<file path="src/pkg/drc_params.svh">
// timing figures and field layout for the page-mode dram strobe controller
`ifndef DRC_PARAMS_SVH
`define DRC_PARAMS_SVH

// ----------------------------------------------------------------
// clock and conversion helpers
// ----------------------------------------------------------------
`define DRC_CLK_MHZ        50
// least time in ns to whole cycles, rounded up, never below one
`define DRC_CYC_UP(ns)     ((((ns) * `DRC_CLK_MHZ) + 999) / 1000 + (((ns) == 0) ? 1 : 0))
`define DRC_MAX(a, b)      (((a) > (b)) ? (a) : (b))

// ----------------------------------------------------------------
// address and data layout
// ----------------------------------------------------------------
`define DRC_PIN_AW         9
`define DRC_ADDR_W         18
`define DRC_DATA_W         4
`define DRC_ROW_MSB        17
`define DRC_ROW_LSB        9
`define DRC_COL_MSB        8
`define DRC_COL_LSB        0
`define DRC_INIT_CYCLES    8
`define DRC_SYNC_LAT       3

// ----------------------------------------------------------------
// long times, in their own units
// ----------------------------------------------------------------
`define DRC_POWERUP_US     200
`define DRC_IDLE_MS        8
`define DRC_POWERUP_CYC    (`DRC_POWERUP_US * `DRC_CLK_MHZ)
`define DRC_IDLE_CYC       (`DRC_IDLE_MS * 1000 * `DRC_CLK_MHZ)

// ----------------------------------------------------------------
// strobe times in ns
// ----------------------------------------------------------------
`define DRC_ROW_TO_COLUMN_DELAY_NS  20
`define DRC_ROW_ACTIVE_MIN_NS       70
`define DRC_COLUMN_ACTIVE_MIN_NS    20
`define DRC_ROW_PRECHARGE_TIME_NS   50
`define DRC_ROW_ACCESS_TIME_NS      70
`define DRC_GATE_TURNOFF_DELAY_NS   20
`define DRC_WRITE_TO_ROW_LEAD_NS    20
`define DRC_WRITE_TO_COLUMN_LEAD_NS 20
`define DRC_COLUMN_TO_WRITE_DELAY_NS 50
`define DRC_READ_COMMAND_SETUP_NS   0

// ----------------------------------------------------------------
// derived cycle counts
// ----------------------------------------------------------------
`define DRC_RCD_CYC  `DRC_CYC_UP(`DRC_ROW_TO_COLUMN_DELAY_NS)
`define DRC_RAS_CYC  `DRC_CYC_UP(`DRC_ROW_ACTIVE_MIN_NS)
`define DRC_CAS_CYC  `DRC_CYC_UP(`DRC_COLUMN_ACTIVE_MIN_NS)
`define DRC_RP_CYC   `DRC_CYC_UP(`DRC_ROW_PRECHARGE_TIME_NS)
`define DRC_ACC_CYC  (`DRC_CYC_UP(`DRC_ROW_ACCESS_TIME_NS) + `DRC_SYNC_LAT)
`define DRC_GZ_CYC   `DRC_CYC_UP(`DRC_GATE_TURNOFF_DELAY_NS)
`define DRC_WL_CYC   `DRC_MAX(`DRC_CYC_UP(`DRC_WRITE_TO_ROW_LEAD_NS), \
                              `DRC_CYC_UP(`DRC_WRITE_TO_COLUMN_LEAD_NS))
`define DRC_CWD_CYC  `DRC_CYC_UP(`DRC_COLUMN_TO_WRITE_DELAY_NS)
`define DRC_CASW_CYC `DRC_MAX(`DRC_CAS_CYC, `DRC_CWD_CYC)
`define DRC_RCS_CYC  `DRC_CYC_UP(`DRC_READ_COMMAND_SETUP_NS)

`endif

</file>
<file path="src/pkg/drc_pkg.sv">
// types shared by the dram strobe controller
package drc_pkg;

  // ----------------------------------------------------------------
  // access kinds on the user port
  // ----------------------------------------------------------------
  typedef enum logic [1:0] {
    DRC_OP_READ  = 2'h0,  // normal read
    DRC_OP_EWR   = 2'h1,  // early write
    DRC_OP_LWR   = 2'h2,  // late, output-enable controlled write
    DRC_OP_RMW   = 2'h3   // read then write, same location
  } drc_op_t;

  // ----------------------------------------------------------------
  // sequencer states
  // ----------------------------------------------------------------
  typedef enum logic [3:0] {
    DRC_S_PWR  = 4'h0,  // power-up pause
    DRC_S_IRAS = 4'h1,  // init/wake row strobe low
    DRC_S_IPRE = 4'h2,  // init/wake precharge
    DRC_S_IDLE = 4'h3,  // waiting for a request
    DRC_S_ASET = 4'h4,  // row address set up
    DRC_S_ROW  = 4'h5,  // row strobe low, multiplex window
    DRC_S_COL  = 4'h6,  // column strobe low
    DRC_S_GOFF = 4'h7,  // output enable released before driving
    DRC_S_WDRV = 4'h8,  // write data on the pins
    DRC_S_WEL  = 4'h9,  // write enable low, lead time
    DRC_S_END  = 4'hA,  // wait for row active minimum
    DRC_S_PRE  = 4'hB   // precharge
  } drc_state_t;

endpackage

</file>
<file path="src/hw/drc_sync.sv">
// three-stage synchroniser that accepts a change once stages two and three agree
`timescale 1ns/1ns
module drc_sync #(
  parameter int W = 4
) (
  input  wire logic         core_clk,
  input  wire logic         rst_n,
  input  wire logic [W-1:0] din,
  output logic      [W-1:0] dout
);

  // ----------------------------------------------------------------
  // flop chain
  // ----------------------------------------------------------------
  logic [W-1:0] s1;  // first stage, read only by s2
  logic [W-1:0] s2;  // second stage
  logic [W-1:0] s3;  // third stage

  // agreement between stage two and three
  wire  [W-1:0] agree = ~(s2 ^ s3);

  // shift and accept agreed bits
  always_ff @(posedge core_clk) begin
    if (!rst_n) begin
      s1   <= '0;
      s2   <= '0;
      s3   <= '0;
      dout <= '0;
    end else begin
      s1   <= din;
      s2   <= s1;
      s3   <= s2;
      dout <= (agree & s3) | (~agree & dout);
    end
  end

endmodule

</file>
<file path="src/hw/drc_timer.sv">
// loadable down counter that flags when it has run out
`timescale 1ns/1ns
module drc_timer #(
  parameter int TW = 20
) (
  input  wire logic          core_clk,
  input  wire logic          rst_n,
  input  wire logic          load,
  input  wire logic [TW-1:0] load_val,
  output logic               done
);

  // ----------------------------------------------------------------
  // count register
  // ----------------------------------------------------------------
  logic [TW-1:0] cnt;  // cycles still to run

  // run out when the count is zero and no load is pending
  assign done = (cnt == '0) && !load;

  // load, or count down to zero and stay
  always_ff @(posedge core_clk) begin
    if (!rst_n) begin
      cnt <= '0;
    end else if (load) begin
      cnt <= load_val;
    end else if (cnt != '0) begin
      cnt <= cnt - 1'b1;
    end
  end

endmodule

</file>
<file path="src/hw/drc_ctrl.sv">
// host controller that sequences strobes, address and data of a page-mode dram
//
// Contract
// - wait 200 us, then eight row strobes
// - idle over 8 ms: eight wake-up row strobes
// - row strobe first, column after row-to-column delay
// - write-enable high before column strobe for reads
// - both strobes held their minimum active widths
// - row strobe high for precharge time
// - write-enable high through read and after
// - strobes held write lead times after write
// - late write-enable may lag, within row active
// - read-write reads, then writes the same location
`timescale 1ns/1ns
`include "drc_params.svh"
module drc_ctrl #(
  parameter int POWERUP_CYC = `DRC_POWERUP_CYC,
  parameter int IDLE_CYC    = `DRC_IDLE_CYC,
  parameter int AW          = `DRC_ADDR_W,
  parameter int DW          = `DRC_DATA_W
) (
  input  wire logic                    core_clk,
  input  wire logic                    rst_n,
  // user side
  input  wire logic                    req,
  input  wire logic [1:0]              req_op,
  input  wire logic [AW-1:0]           req_addr,
  input  wire logic [DW-1:0]           req_wdata,
  output logic                         req_ready,
  output logic [DW-1:0]                rd_data,
  output logic                         rd_valid,
  output logic                         init_done,
  // dram pins
  output logic                         ras_n,
  output logic                         cas_n,
  output logic                         we_n,
  output logic                         oe_n,
  output logic [`DRC_PIN_AW-1:0]       mem_addr,
  output logic [DW-1:0]                dq_out,
  output logic                         dq_oe_n,
  input  wire logic [DW-1:0]           dq_in
);

  // ----------------------------------------------------------------
  // widths and cycle constants
  // ----------------------------------------------------------------
  localparam int TW = $clog2(`DRC_MAX(POWERUP_CYC, IDLE_CYC) + 2);
  localparam logic [TW-1:0] PWR_T  = TW'(POWERUP_CYC);
  localparam logic [TW-1:0] IDLE_T = TW'(IDLE_CYC);
  localparam logic [TW-1:0] RCD_T  = TW'(`DRC_MAX(`DRC_RCD_CYC, `DRC_RCS_CYC));
  localparam logic [TW-1:0] RAS_T  = TW'(`DRC_RAS_CYC);
  localparam logic [TW-1:0] RP_T   = TW'(`DRC_RP_CYC);
  localparam logic [TW-1:0] ACC_T  = TW'(`DRC_MAX(`DRC_ACC_CYC, `DRC_CAS_CYC));
  localparam logic [TW-1:0] CASW_T = TW'(`DRC_CASW_CYC);
  localparam logic [TW-1:0] GZ_T   = TW'(`DRC_GZ_CYC);
  localparam logic [TW-1:0] WL_T   = TW'(`DRC_WL_CYC);
  localparam logic [3:0]    INIT_N = 4'(`DRC_INIT_CYCLES);

  // ----------------------------------------------------------------
  // state and held request
  // ----------------------------------------------------------------
  drc_pkg::drc_state_t state;      // sequencer state
  drc_pkg::drc_op_t    op;         // kind of access in progress
  logic [AW-1:0]       addr;       // latched word address
  logic [3:0]          init_cnt;   // row strobes still to give
  logic [TW-1:0]       idle_cnt;   // cycles spent waiting in idle
  logic                step_load;  // load pulse for the step timer
  logic [TW-1:0]       step_val;   // value loaded into the step timer
  logic                ras_load;   // load pulse for the row active timer
  wire                 step_done;  // step timer ran out
  wire                 ras_done;   // row active minimum satisfied
  wire  [DW-1:0]       dq_sync;    // read data after synchroniser

  // ----------------------------------------------------------------
  // decoding
  // ----------------------------------------------------------------
  wire take      = req && req_ready;                              // request accepted
  wire idle_sat  = (idle_cnt == IDLE_T);                          // idle too long
  wire step_ok   = step_done && !step_load;                       // wait over
  wire ras_ok    = ras_done && !ras_load;                         // row width met
  wire op_is_ewr = (op == drc_pkg::DRC_OP_EWR);                   // early write
  wire op_reads  = (op == drc_pkg::DRC_OP_READ) ||
                   (op == drc_pkg::DRC_OP_RMW);                   // needs read data
  wire new_ewr   = (drc_pkg::drc_op_t'(req_op) == drc_pkg::DRC_OP_EWR);
  wire [`DRC_PIN_AW-1:0] row_f = addr[`DRC_ROW_MSB:`DRC_ROW_LSB];
  wire [`DRC_PIN_AW-1:0] col_f = addr[`DRC_COL_MSB:`DRC_COL_LSB];
  wire [`DRC_PIN_AW-1:0] new_row = req_addr[`DRC_ROW_MSB:`DRC_ROW_LSB];

  // ----------------------------------------------------------------
  // timers and input synchroniser
  // ----------------------------------------------------------------
  // per-state waits
  drc_timer #(
    .TW       (TW)
  ) u_step (
    .core_clk (core_clk),
    .rst_n    (rst_n),
    .load     (step_load),
    .load_val (step_val),
    .done     (step_done)
  );

  // row active minimum, started at each row strobe fall
  drc_timer #(
    .TW       (TW)
  ) u_ras (
    .core_clk (core_clk),
    .rst_n    (rst_n),
    .load     (ras_load),
    .load_val (RAS_T),
    .done     (ras_done)
  );

  // data pins come from outside the clock domain
  drc_sync #(
    .W        (DW)
  ) u_dq_sync (
    .core_clk (core_clk),
    .rst_n    (rst_n),
    .din      (dq_in),
    .dout     (dq_sync)
  );

  // ----------------------------------------------------------------
  // idle watch: counts while the sequencer rests in idle
  // ----------------------------------------------------------------
  always_ff @(posedge core_clk) begin
    if (!rst_n) begin
      idle_cnt <= '0;
    end else if (state != drc_pkg::DRC_S_IDLE) begin
      idle_cnt <= '0;                           // any state but idle restarts the watch
    end else if (!idle_sat) begin
      idle_cnt <= idle_cnt + 1'b1;
    end
  end

  // ----------------------------------------------------------------
  // sequencer
  // ----------------------------------------------------------------
  always_ff @(posedge core_clk) begin
    if (!rst_n) begin
      state     <= drc_pkg::DRC_S_PWR;
      op        <= drc_pkg::DRC_OP_READ;
      addr      <= '0;
      init_cnt  <= 4'h0;
      step_load <= 1'b1;                        // start the power-up pause
      step_val  <= PWR_T;
      ras_load  <= 1'b0;
      req_ready <= 1'b0;
      rd_data   <= '0;
      rd_valid  <= 1'b0;
      init_done <= 1'b0;
      ras_n     <= 1'b1;
      cas_n     <= 1'b1;
      we_n      <= 1'b1;
      oe_n      <= 1'b1;
      mem_addr  <= '0;
      dq_out    <= '0;
      dq_oe_n   <= 1'b1;
    end else begin
      // pulses default low
      step_load <= 1'b0;
      ras_load  <= 1'b0;
      rd_valid  <= 1'b0;
      case (state)
        // power-up pause, then the row strobe train
        drc_pkg::DRC_S_PWR: begin
          if (step_ok) begin
            init_cnt <= INIT_N;
            ras_n    <= 1'b0;
            ras_load <= 1'b1;
            state    <= drc_pkg::DRC_S_IRAS;
          end
        end
        // one row strobe of the init or wake train
        drc_pkg::DRC_S_IRAS: begin
          if (ras_ok) begin
            ras_n     <= 1'b1;
            init_cnt  <= init_cnt - 1'b1;
            step_load <= 1'b1;
            step_val  <= RP_T;
            state     <= drc_pkg::DRC_S_IPRE;
          end
        end
        // precharge between train strobes
        drc_pkg::DRC_S_IPRE: begin
          if (step_ok) begin
            if (init_cnt == 4'h0) begin
              init_done <= 1'b1;
              req_ready <= 1'b1;
              state     <= drc_pkg::DRC_S_IDLE;
            end else begin
              ras_n    <= 1'b0;
              ras_load <= 1'b1;
              state    <= drc_pkg::DRC_S_IRAS;
            end
          end
        end
        // wait for work; a long rest forces a wake train first
        drc_pkg::DRC_S_IDLE: begin
          if (idle_sat) begin
            req_ready <= 1'b0;
            init_cnt  <= INIT_N;
            ras_n     <= 1'b0;
            ras_load  <= 1'b1;
            state     <= drc_pkg::DRC_S_IRAS;
          end else if (take) begin
            req_ready <= 1'b0;
            op        <= drc_pkg::drc_op_t'(req_op);
            addr      <= req_addr;
            mem_addr  <= new_row;               // row field set up before the strobe
            dq_out    <= req_wdata;
            we_n      <= !new_ewr;
            dq_oe_n   <= !new_ewr;              // early write data ready at column fall
            state     <= drc_pkg::DRC_S_ASET;
          end
        end
        // row strobe falls on the settled row field
        drc_pkg::DRC_S_ASET: begin
          ras_n     <= 1'b0;
          ras_load  <= 1'b1;
          step_load <= 1'b1;
          step_val  <= RCD_T;
          state     <= drc_pkg::DRC_S_ROW;
        end
        // multiplex window: swap to the column field after the row hold
        drc_pkg::DRC_S_ROW: begin
          mem_addr <= col_f;
          if (step_ok) begin
            cas_n     <= 1'b0;
            oe_n      <= !op_reads;
            step_load <= 1'b1;
            step_val  <= op_reads ? ACC_T : CASW_T;
            state     <= drc_pkg::DRC_S_COL;
          end
        end
        // column strobe low: read data arrives, or early write completes
        drc_pkg::DRC_S_COL: begin
          if (step_ok) begin
            if (op_reads) begin
              rd_data  <= dq_sync;
              rd_valid <= 1'b1;
            end
            if (op_is_ewr) begin
              step_load <= 1'b1;
              step_val  <= WL_T;
              state     <= drc_pkg::DRC_S_WEL;
            end else if (op == drc_pkg::DRC_OP_READ) begin
              state <= drc_pkg::DRC_S_END;
            end else begin
              oe_n      <= 1'b1;
              step_load <= 1'b1;
              step_val  <= GZ_T;
              state     <= drc_pkg::DRC_S_GOFF;
            end
          end
        end
        // let the device outputs float before driving the bus
        drc_pkg::DRC_S_GOFF: begin
          if (step_ok) begin
            dq_oe_n <= 1'b0;
            state   <= drc_pkg::DRC_S_WDRV;
          end
        end
        // data stands one cycle before write-enable falls
        drc_pkg::DRC_S_WDRV: begin
          we_n      <= 1'b0;
          step_load <= 1'b1;
          step_val  <= WL_T;
          state     <= drc_pkg::DRC_S_WEL;
        end
        // strobes stay low for the write lead times
        drc_pkg::DRC_S_WEL: begin
          if (step_ok) begin
            state <= drc_pkg::DRC_S_END;
          end
        end
        // release both strobes once the row active minimum is met
        drc_pkg::DRC_S_END: begin
          if (ras_ok) begin
            ras_n     <= 1'b1;
            cas_n     <= 1'b1;
            oe_n      <= 1'b1;
            step_load <= 1'b1;
            step_val  <= RP_T;
            state     <= drc_pkg::DRC_S_PRE;
          end
        end
        // write-enable and data released after the strobes rise
        drc_pkg::DRC_S_PRE: begin
          we_n    <= 1'b1;
          dq_oe_n <= 1'b1;
          if (step_ok) begin
            req_ready <= 1'b1;
            state     <= drc_pkg::DRC_S_IDLE;
          end
        end
        default: begin
          ras_n     <= 1'b1;
          cas_n     <= 1'b1;
          we_n      <= 1'b1;
          oe_n      <= 1'b1;
          dq_oe_n   <= 1'b1;
          req_ready <= 1'b0;
          state     <= drc_pkg::DRC_S_IDLE;
        end
      endcase
    end
  end

endmodule

</file>
<file path="config.mk">
export PLATFORM = sky130hd
export DESIGN_NAME = drc_ctrl
export DESIGN_NICKNAME = d
export VERILOG_FILES = /design/src/pkg/drc_pkg.sv /design/src/hw/drc_sync.sv /design/src/hw/drc_timer.sv /design/src/hw/drc_ctrl.sv
export VERILOG_INCLUDE_DIRS = /design/src /design/src/pkg
export SDC_FILE = /design/constraint.sdc
export NUM_CORES = 1
export LEC_CHECK = 0
export BUFFER_PORTS_ARGS = -buffer_cell sky130_fd_sc_hd__buf_4
export CELL_PAD_IN_SITES_DETAIL_PLACEMENT = 2
export CELL_PAD_IN_SITES_GLOBAL_PLACEMENT = 2
export CORE_UTILIZATION = 37
export DETAILED_ROUTE_END_ITERATION = 12
export GPL_TIMING_DRIVEN = 1
export HOLD_SLACK_MARGIN = 0.08
export PLACE_DENSITY = 0.9
export SYNTH_ARGS = -nofsm -noshare
export SYNTH_HDL_FRONTEND = slang
export SYNTH_HIERARCHICAL = 1
export SYNTH_SLANG_ARGS = --single-unit
</file>
<file path="constraint.sdc">
create_clock -name core_clk -period 3.78 [get_ports core_clk]
set_input_delay 0.378 -clock core_clk [delete_from_list [all_inputs] [get_ports core_clk]]
set_output_delay 0.378 -clock core_clk [all_outputs]
set_load 0.005 [all_outputs]
</file>
---- Word level (Yosys, flattened, before mapping) ----
Cells that the tools add are included.
storage, ports and cells
  bits in registers ....................... 138
  output and inout port bits .............. 25
  word-level logic and storage cells ...... 190
operators by class
  add/sub/neg operators ................... 4
  equality and inequality tests ........... 35
  mux-type cells .......................... 65
  bitwise logic cells ..................... 14
  reduce and logical (&&, ||, !) cells .... 46
operators by type and width
  cell                   number
  $mux 19                7
  $pmux 19 s4            1
  $mux 4                 15
  $pmux 4 s12            1
  $logic_not 19->1       2
  $reduce_bool 19->1     2
  $sub 19x1->19 const B  2
  $reduce_or 9->1        4
  $ne 2x2->1 const B     16
  $mux 1                 25
  $reduce_and 3->1       7
  $add 19x1->19 const B  1
  $eq 19x19->1 const B   1
  $mux 9                 2
  $pmux 9 s2             1
  $eq 4x3->1 const B     4
  $eq 4x4->1 const B     4
  $pmux 1 s4             4
  $pmux 4 s3             1
  $reduce_and 6->1       2
  $reduce_and 10->1      1
  $reduce_and 5->1       2
  $reduce_or 10->1       1
  $mux 3                 3
  27 further kinds       55

---- Logic depth before layout (Yosys ltp) ----
  depth after elaboration ................. 5
  gate-level depth with buffers ........... 11

---- By module ----
The synthesis kept the hierarchy.
modules (own cells, without submodules)
  module     instances  cells each  area an instance (um2)
  drc_ctrl   1          405         3529.6
  drc_timer  2          141         1139.8
  drc_sync   1          41          481.7

---- Least setup slack after synthesis ----
OpenSTA, ideal clock, no wires.
  path type ............................... register to register
  start point ............................. register u_step.cnt[0]
  end point ............................... register state[0]
  arrival time ............................ 2497 ps
  setup slack ............................. 1161 ps
  stages on the path, launching flop included .. 12
  cells stage by stage .................... dfxtp_1 inv_1 ha_1 nor3b_2 nand3_1 nor4bb_1 nand2b_1 buf_2 a221oi_1 o32ai_1 a211o_1 mux2i_1
on the way
  longest elaborated chain between the ends .. 5
  elaborated cells between the ends (all ways) .. 11
  those cells by class .................... eq/ne: 7; reduce/logical: 4
ends and longest elaborated chain
  element                               line             RTL
  start: declaration                    drc_timer.sv:16  logic [TW-1:0] cnt;
  start signal: assignment              drc_timer.sv:26  cnt <= load_val;
  start signal: assignment              drc_timer.sv:28  cnt <= cnt - 1'b1;
  $logic_not 19->1 *                    drc_timer.sv:19  assign done = (cnt == '0) && !load;
  $logic_and 1x1->1 *                   drc_timer.sv:19
  net step_done                         drc_ctrl.sv:70   wire step_done;
  $logic_and 1x1->1 *                   drc_ctrl.sv:79   wire step_ok = step_done && !step_load;
  $ne 2x2->1 (no source line)           --
  $reduce_and 10->1 (no source line) *  --
  end signal: assignment                drc_ctrl.sv:142  state <= drc_pkg::DRC_S_PWR;
  end signal: assignment                drc_ctrl.sv:172  state <= drc_pkg::DRC_S_IRAS;
  end signal: assignment                drc_ctrl.sv:182  state <= drc_pkg::DRC_S_IPRE;
  end: declaration                      drc_ctrl.sv:62   drc_pkg::drc_state_t state;
Mark *: on every way through the listed nets, which the timed path passes. The rest lies on a longest branch.
A chain may end at the register's enable or synchronous reset.

---- Worst setup path in the final report ----
  start point ............................. register u_ras.cnt[0]
  end point ............................... register state[1]
on the way
  longest elaborated chain between the ends .. 5
  elaborated cells between the ends (all ways) .. 6
  those cells by class .................... eq/ne: 2; reduce/logical: 4
ends and longest elaborated chain
  element                               line             RTL
  start: declaration                    drc_timer.sv:16
  start signal: assignment              drc_timer.sv:26
  start signal: assignment              drc_timer.sv:28
  $logic_not 19->1 *                    drc_timer.sv:19
  $logic_and 1x1->1 *                   drc_timer.sv:19
  net ras_done                          drc_ctrl.sv:71   wire ras_done;
  $logic_and 1x1->1 *                   drc_ctrl.sv:80   wire ras_ok = ras_done && !ras_load;
  $ne 2x2->1 (no source line)           --
  $reduce_and 10->1 (no source line) *  --
Marked as above.

==> impl_metrics.ini <==
[synth]
synthTopCellsByArea = dfxtp_1 39%, mux2i_1 5.7%, nand2_1 5.2%, nor2_1 4.2%, o21ai_0 3.7%
synthesis.area_mm2 = 0.00629
yosysSeqAreaShare = 0.391
synth_cell_types = 79
ys_seq_elements = 123
synthCells = 728
synth_warnings = 6
syn_area_per_cell_um2 = 8.64
synthFlopType = dfxtp_1
synth_edf_count = 0
synth.top_cell.area_share = 0.391
synthArstFlopShare = 0
synth_largest_area_cell = dfxtp_1

[clock_tree]
cts_tree = built
clk_pin_slew_worst_paths_ns = 0.06
cts_htree_levels = 4
numCtsBuffers = 17
cts_hold_buf = 0
clockRootBuffer = clkbuf_16
cts.path.max_buffers = 2
clk_latency_ns = 0.43
cts.sinks = 123

[critical_path]
crit_buf_inv = 1
cp.depth = 10
cp_cell_sequence = inv_1 > ha_1 > nor3b_2 > nand3_1 > nor4bb_1 > nand2b_1 > a221oi_1 > o32ai_1 > a211o_1 > mux2i_1
endpoint = state[1]
worstReg2RegEnd = state[1]
crit_path_top_delay_cell = nor4bb_1
start_kind = flop
timing.rr.start = u_ras/cnt[0]
worst-setup-path-type = flop to flop
crit_required_ns = 4.13
rr_worst_depth = 10
startpoint = u_ras/cnt[0]
worstPathArrival_ns = 3.83
cpPeakStageDelay_ns = 0.69
reg2reg_slack_ns = 0.29
crit_fanout = 6
critical-path-top-delay-family = simple AND/OR/NAND/NOR gates
cp-end-kind = flop

[sta]
max_clock_freq_ghz = 0.287
fin_setup_tns_ns = 0
hold_viol_final = 0
setup_slack_ns = 0.295
period_minus_slack_ns = 3.49
relSlewSlack = 0.229
slew_violations = 0
fin_crit_sh = 0.922
rsz0062_at_grt = false
worst_pin_slew_ns = 1.16
clock_skew_ns = 0.0158
setup_viol_count_final = 0

[power_and_ir_drop]
p_int_mw = 2.67
ir_drop_mv = 0.338
combPwrFrac = 0.212
power_density_mw_per_mm2 = 532
netSwitchingFraction = 0.335
leakagePower_nw = 3.00
clkPwrFrac = 0.407
power_mw = 4.01
p_seq_frac = 0.381
switchingPower_mw = 1.34

[detailed_routing]
drc_errors = 0
vias = 5806
avgRoutedWirePerCell_um = 21.1
ant_nets = 0
initialDrtViolationCount = 243
via_per_inst = 5.60
totalWireLength_um = 21800
drt_pass1_iterations = 4

[placed_design]
port_buffers = 55
finalWeightedCongestion = 0.812
preCtsSetupSlack_ns = 0.372
dpl.hpwl_um = 14200

[grt]
grt_pass1_wl_um = 35700
grt_pass1_vias = 6617
grt_max_degree = 50
antenna_found_initial = 0
gr-total-overflow = 0
grt_use_total = 0.259

[final_layout]
multi_input_area_mm2 = 0.00368
nNetsFinal = 842
layout-drive-gt1-share = 0.166
final_cell_mix = 123 x dfxtp_1, 87 x nand2_1, 71 x nor2_1, 62 x buf_4, 46 x o21ai_0
n_fill_cell = 1858
syn_to_final_growth_pct = 19.8
seq_area_mm2 = 0.00246
diodes = 0
final_common_cell = dfxtp_1

[floorplan]
pin_count = 56
row_count = 47
dieHeight_um = 132
die_w_um = 132
die_area_mm2 = 0.0175
start_util = 0.379
fp.coreArea_mm2 = 0.0166

[min_path]
holdPathStages = 2
min_path_type = input port to flop

[job]
maxCapViolCount = 0

[outcome]
status = finished clean
==> routing by layer <==
| layer | part of all wire | track usage | vias to the layer above |
|---|---|---|---|
| met3 | 0.030 | 0.0527 | 53 |
| met5 | 0 | 0 | - |
| li1 | - | - | 2734 |
| met4 | 0.026 | 0.113 | 0 |
| met1 | 0.41 | 0.289 | 2904 |
| met2 | 0.53 | 0.476 | 115 |
==> synthesized netlist by cell type, drive strengths merged (13+ instances only) <==
| master | n |
|---|---|
| xnor2 | 22 |
| inv | 18 |
| clkbuf | 20 |
| nand3 | 17 |
| nand2 | 90 |
| nor4 | 15 |
| nor3 | 21 |
| mux2i | 36 |
| nand4 | 13 |
| and2 | 14 |
| a21boi | 13 |
| nor2 | 72 |
| dfxtp | 123 |
| a21oi | 42 |
| buf | 16 |
| xor2 | 13 |
| o21ai | 46 |
==> repair_timing <==
action	CTS	global route
setup buffers	0	0
gates resized for setup	0	1
endpoints found under the setup margin	0	4
==> per-stage QoR <==
| step | hold WS (ns) | instances | cell area [um^2] | util |
|---|---|---|---|---|
| global placement | 0.414 | 1005 | 6950 | 0.419 |
| floorplan | 0.406 | 759 | 6410 | - |
| CTS | 0.151 | 1037 | 7530 | 0.454 |
| detailed placement | 0.421 | 1005 | 6950 | 0.419 |
| global route | 0.171 | 1037 | 7530 | 0.454 |
| finish | 0.171 | 1037 | 7530 | 0.454 |
==> flip-flops by register name, indices dropped and copies added (netlist names), 2 cells and up, named ones only <==
signal        count
init_cnt          4
addr              9
mem_addr          9
u_step/cnt       19
step_val          4
u_dq_sync/s1      4
u_ras/cnt        19
op                2
dq_out            4
u_dq_sync/s2      4
rd_data           4
u_dq_sync/s3      4
state             4
idle_cnt         19
==> layout make-up <==
type,count,area share
sequential,123,0.327
timing repair buffer,62,0.0618
clock inverter,15,0.0203
clock buffer,17,0.0565
inverter,19,0.00947
tap,220,0.0365
multi-input combinational,581,0.489
==> power groups by stage <==
stage / Combinational [mW] / Clock (mW) / Sequential (mW)
final: 0.850 / 1.63 / 1.53
after global placement: 0.763 / 0 / 1.54
after global routing: 0.941 / 1.71 / 1.54
after detailed placement: 0.826 / 0 / 1.55
after floorplan: 0.624 / 0 / 1.52
after CTS: 0.858 / 1.67 / 1.53
==> worst min-delay path by stage <==
| stage | from | endpoint | slack [ns] |
|---|---|---|---|
| after global routing | dq_in[0] | u_dq_sync/s1[0] | 0.17 |
| after detailed placement | u_dq_sync/s1[2] | u_dq_sync/s2[2] | 0.42 |
| after CTS | dq_in[0] | u_dq_sync/s1[0] | 0.15 |
| after global placement | u_dq_sync/s1[0] | u_dq_sync/s2[0] | 0.41 |
| after floorplan | u_dq_sync/s1[2] | u_dq_sync/s2[2] | 0.41 |
| final | dq_in[0] | u_dq_sync/s1[0] | 0.17 |
==> cells by family (layout without fill, tap and decap cells) <==
logic type	after synthesis	after routing	share of synthesized area
other cells	2	33	0.00119
flops	123	123	0.391
compound gates	170	170	0.179
mux	37	37	0.0591
fa+ha+maj	7	7	0.0139
simple gates	299	299	0.264
buf+inv	55	113	0.0428
xor+xnor	35	35	0.0487
==> worst register-to-register path, cell delays in order, from the launching register on <==
cell and delay, ns:
dfxtp_1 0.35, inv_1 0.09, ha_1 0.20, nor3b_2 0.45, nand3_1 0.14, nor4bb_1 0.69
nand2b_1 0.30, a221oi_1 0.45, o32ai_1 0.18, a211o_1 0.36, mux2i_1 0.21
(Power assumes the default switching activity.)
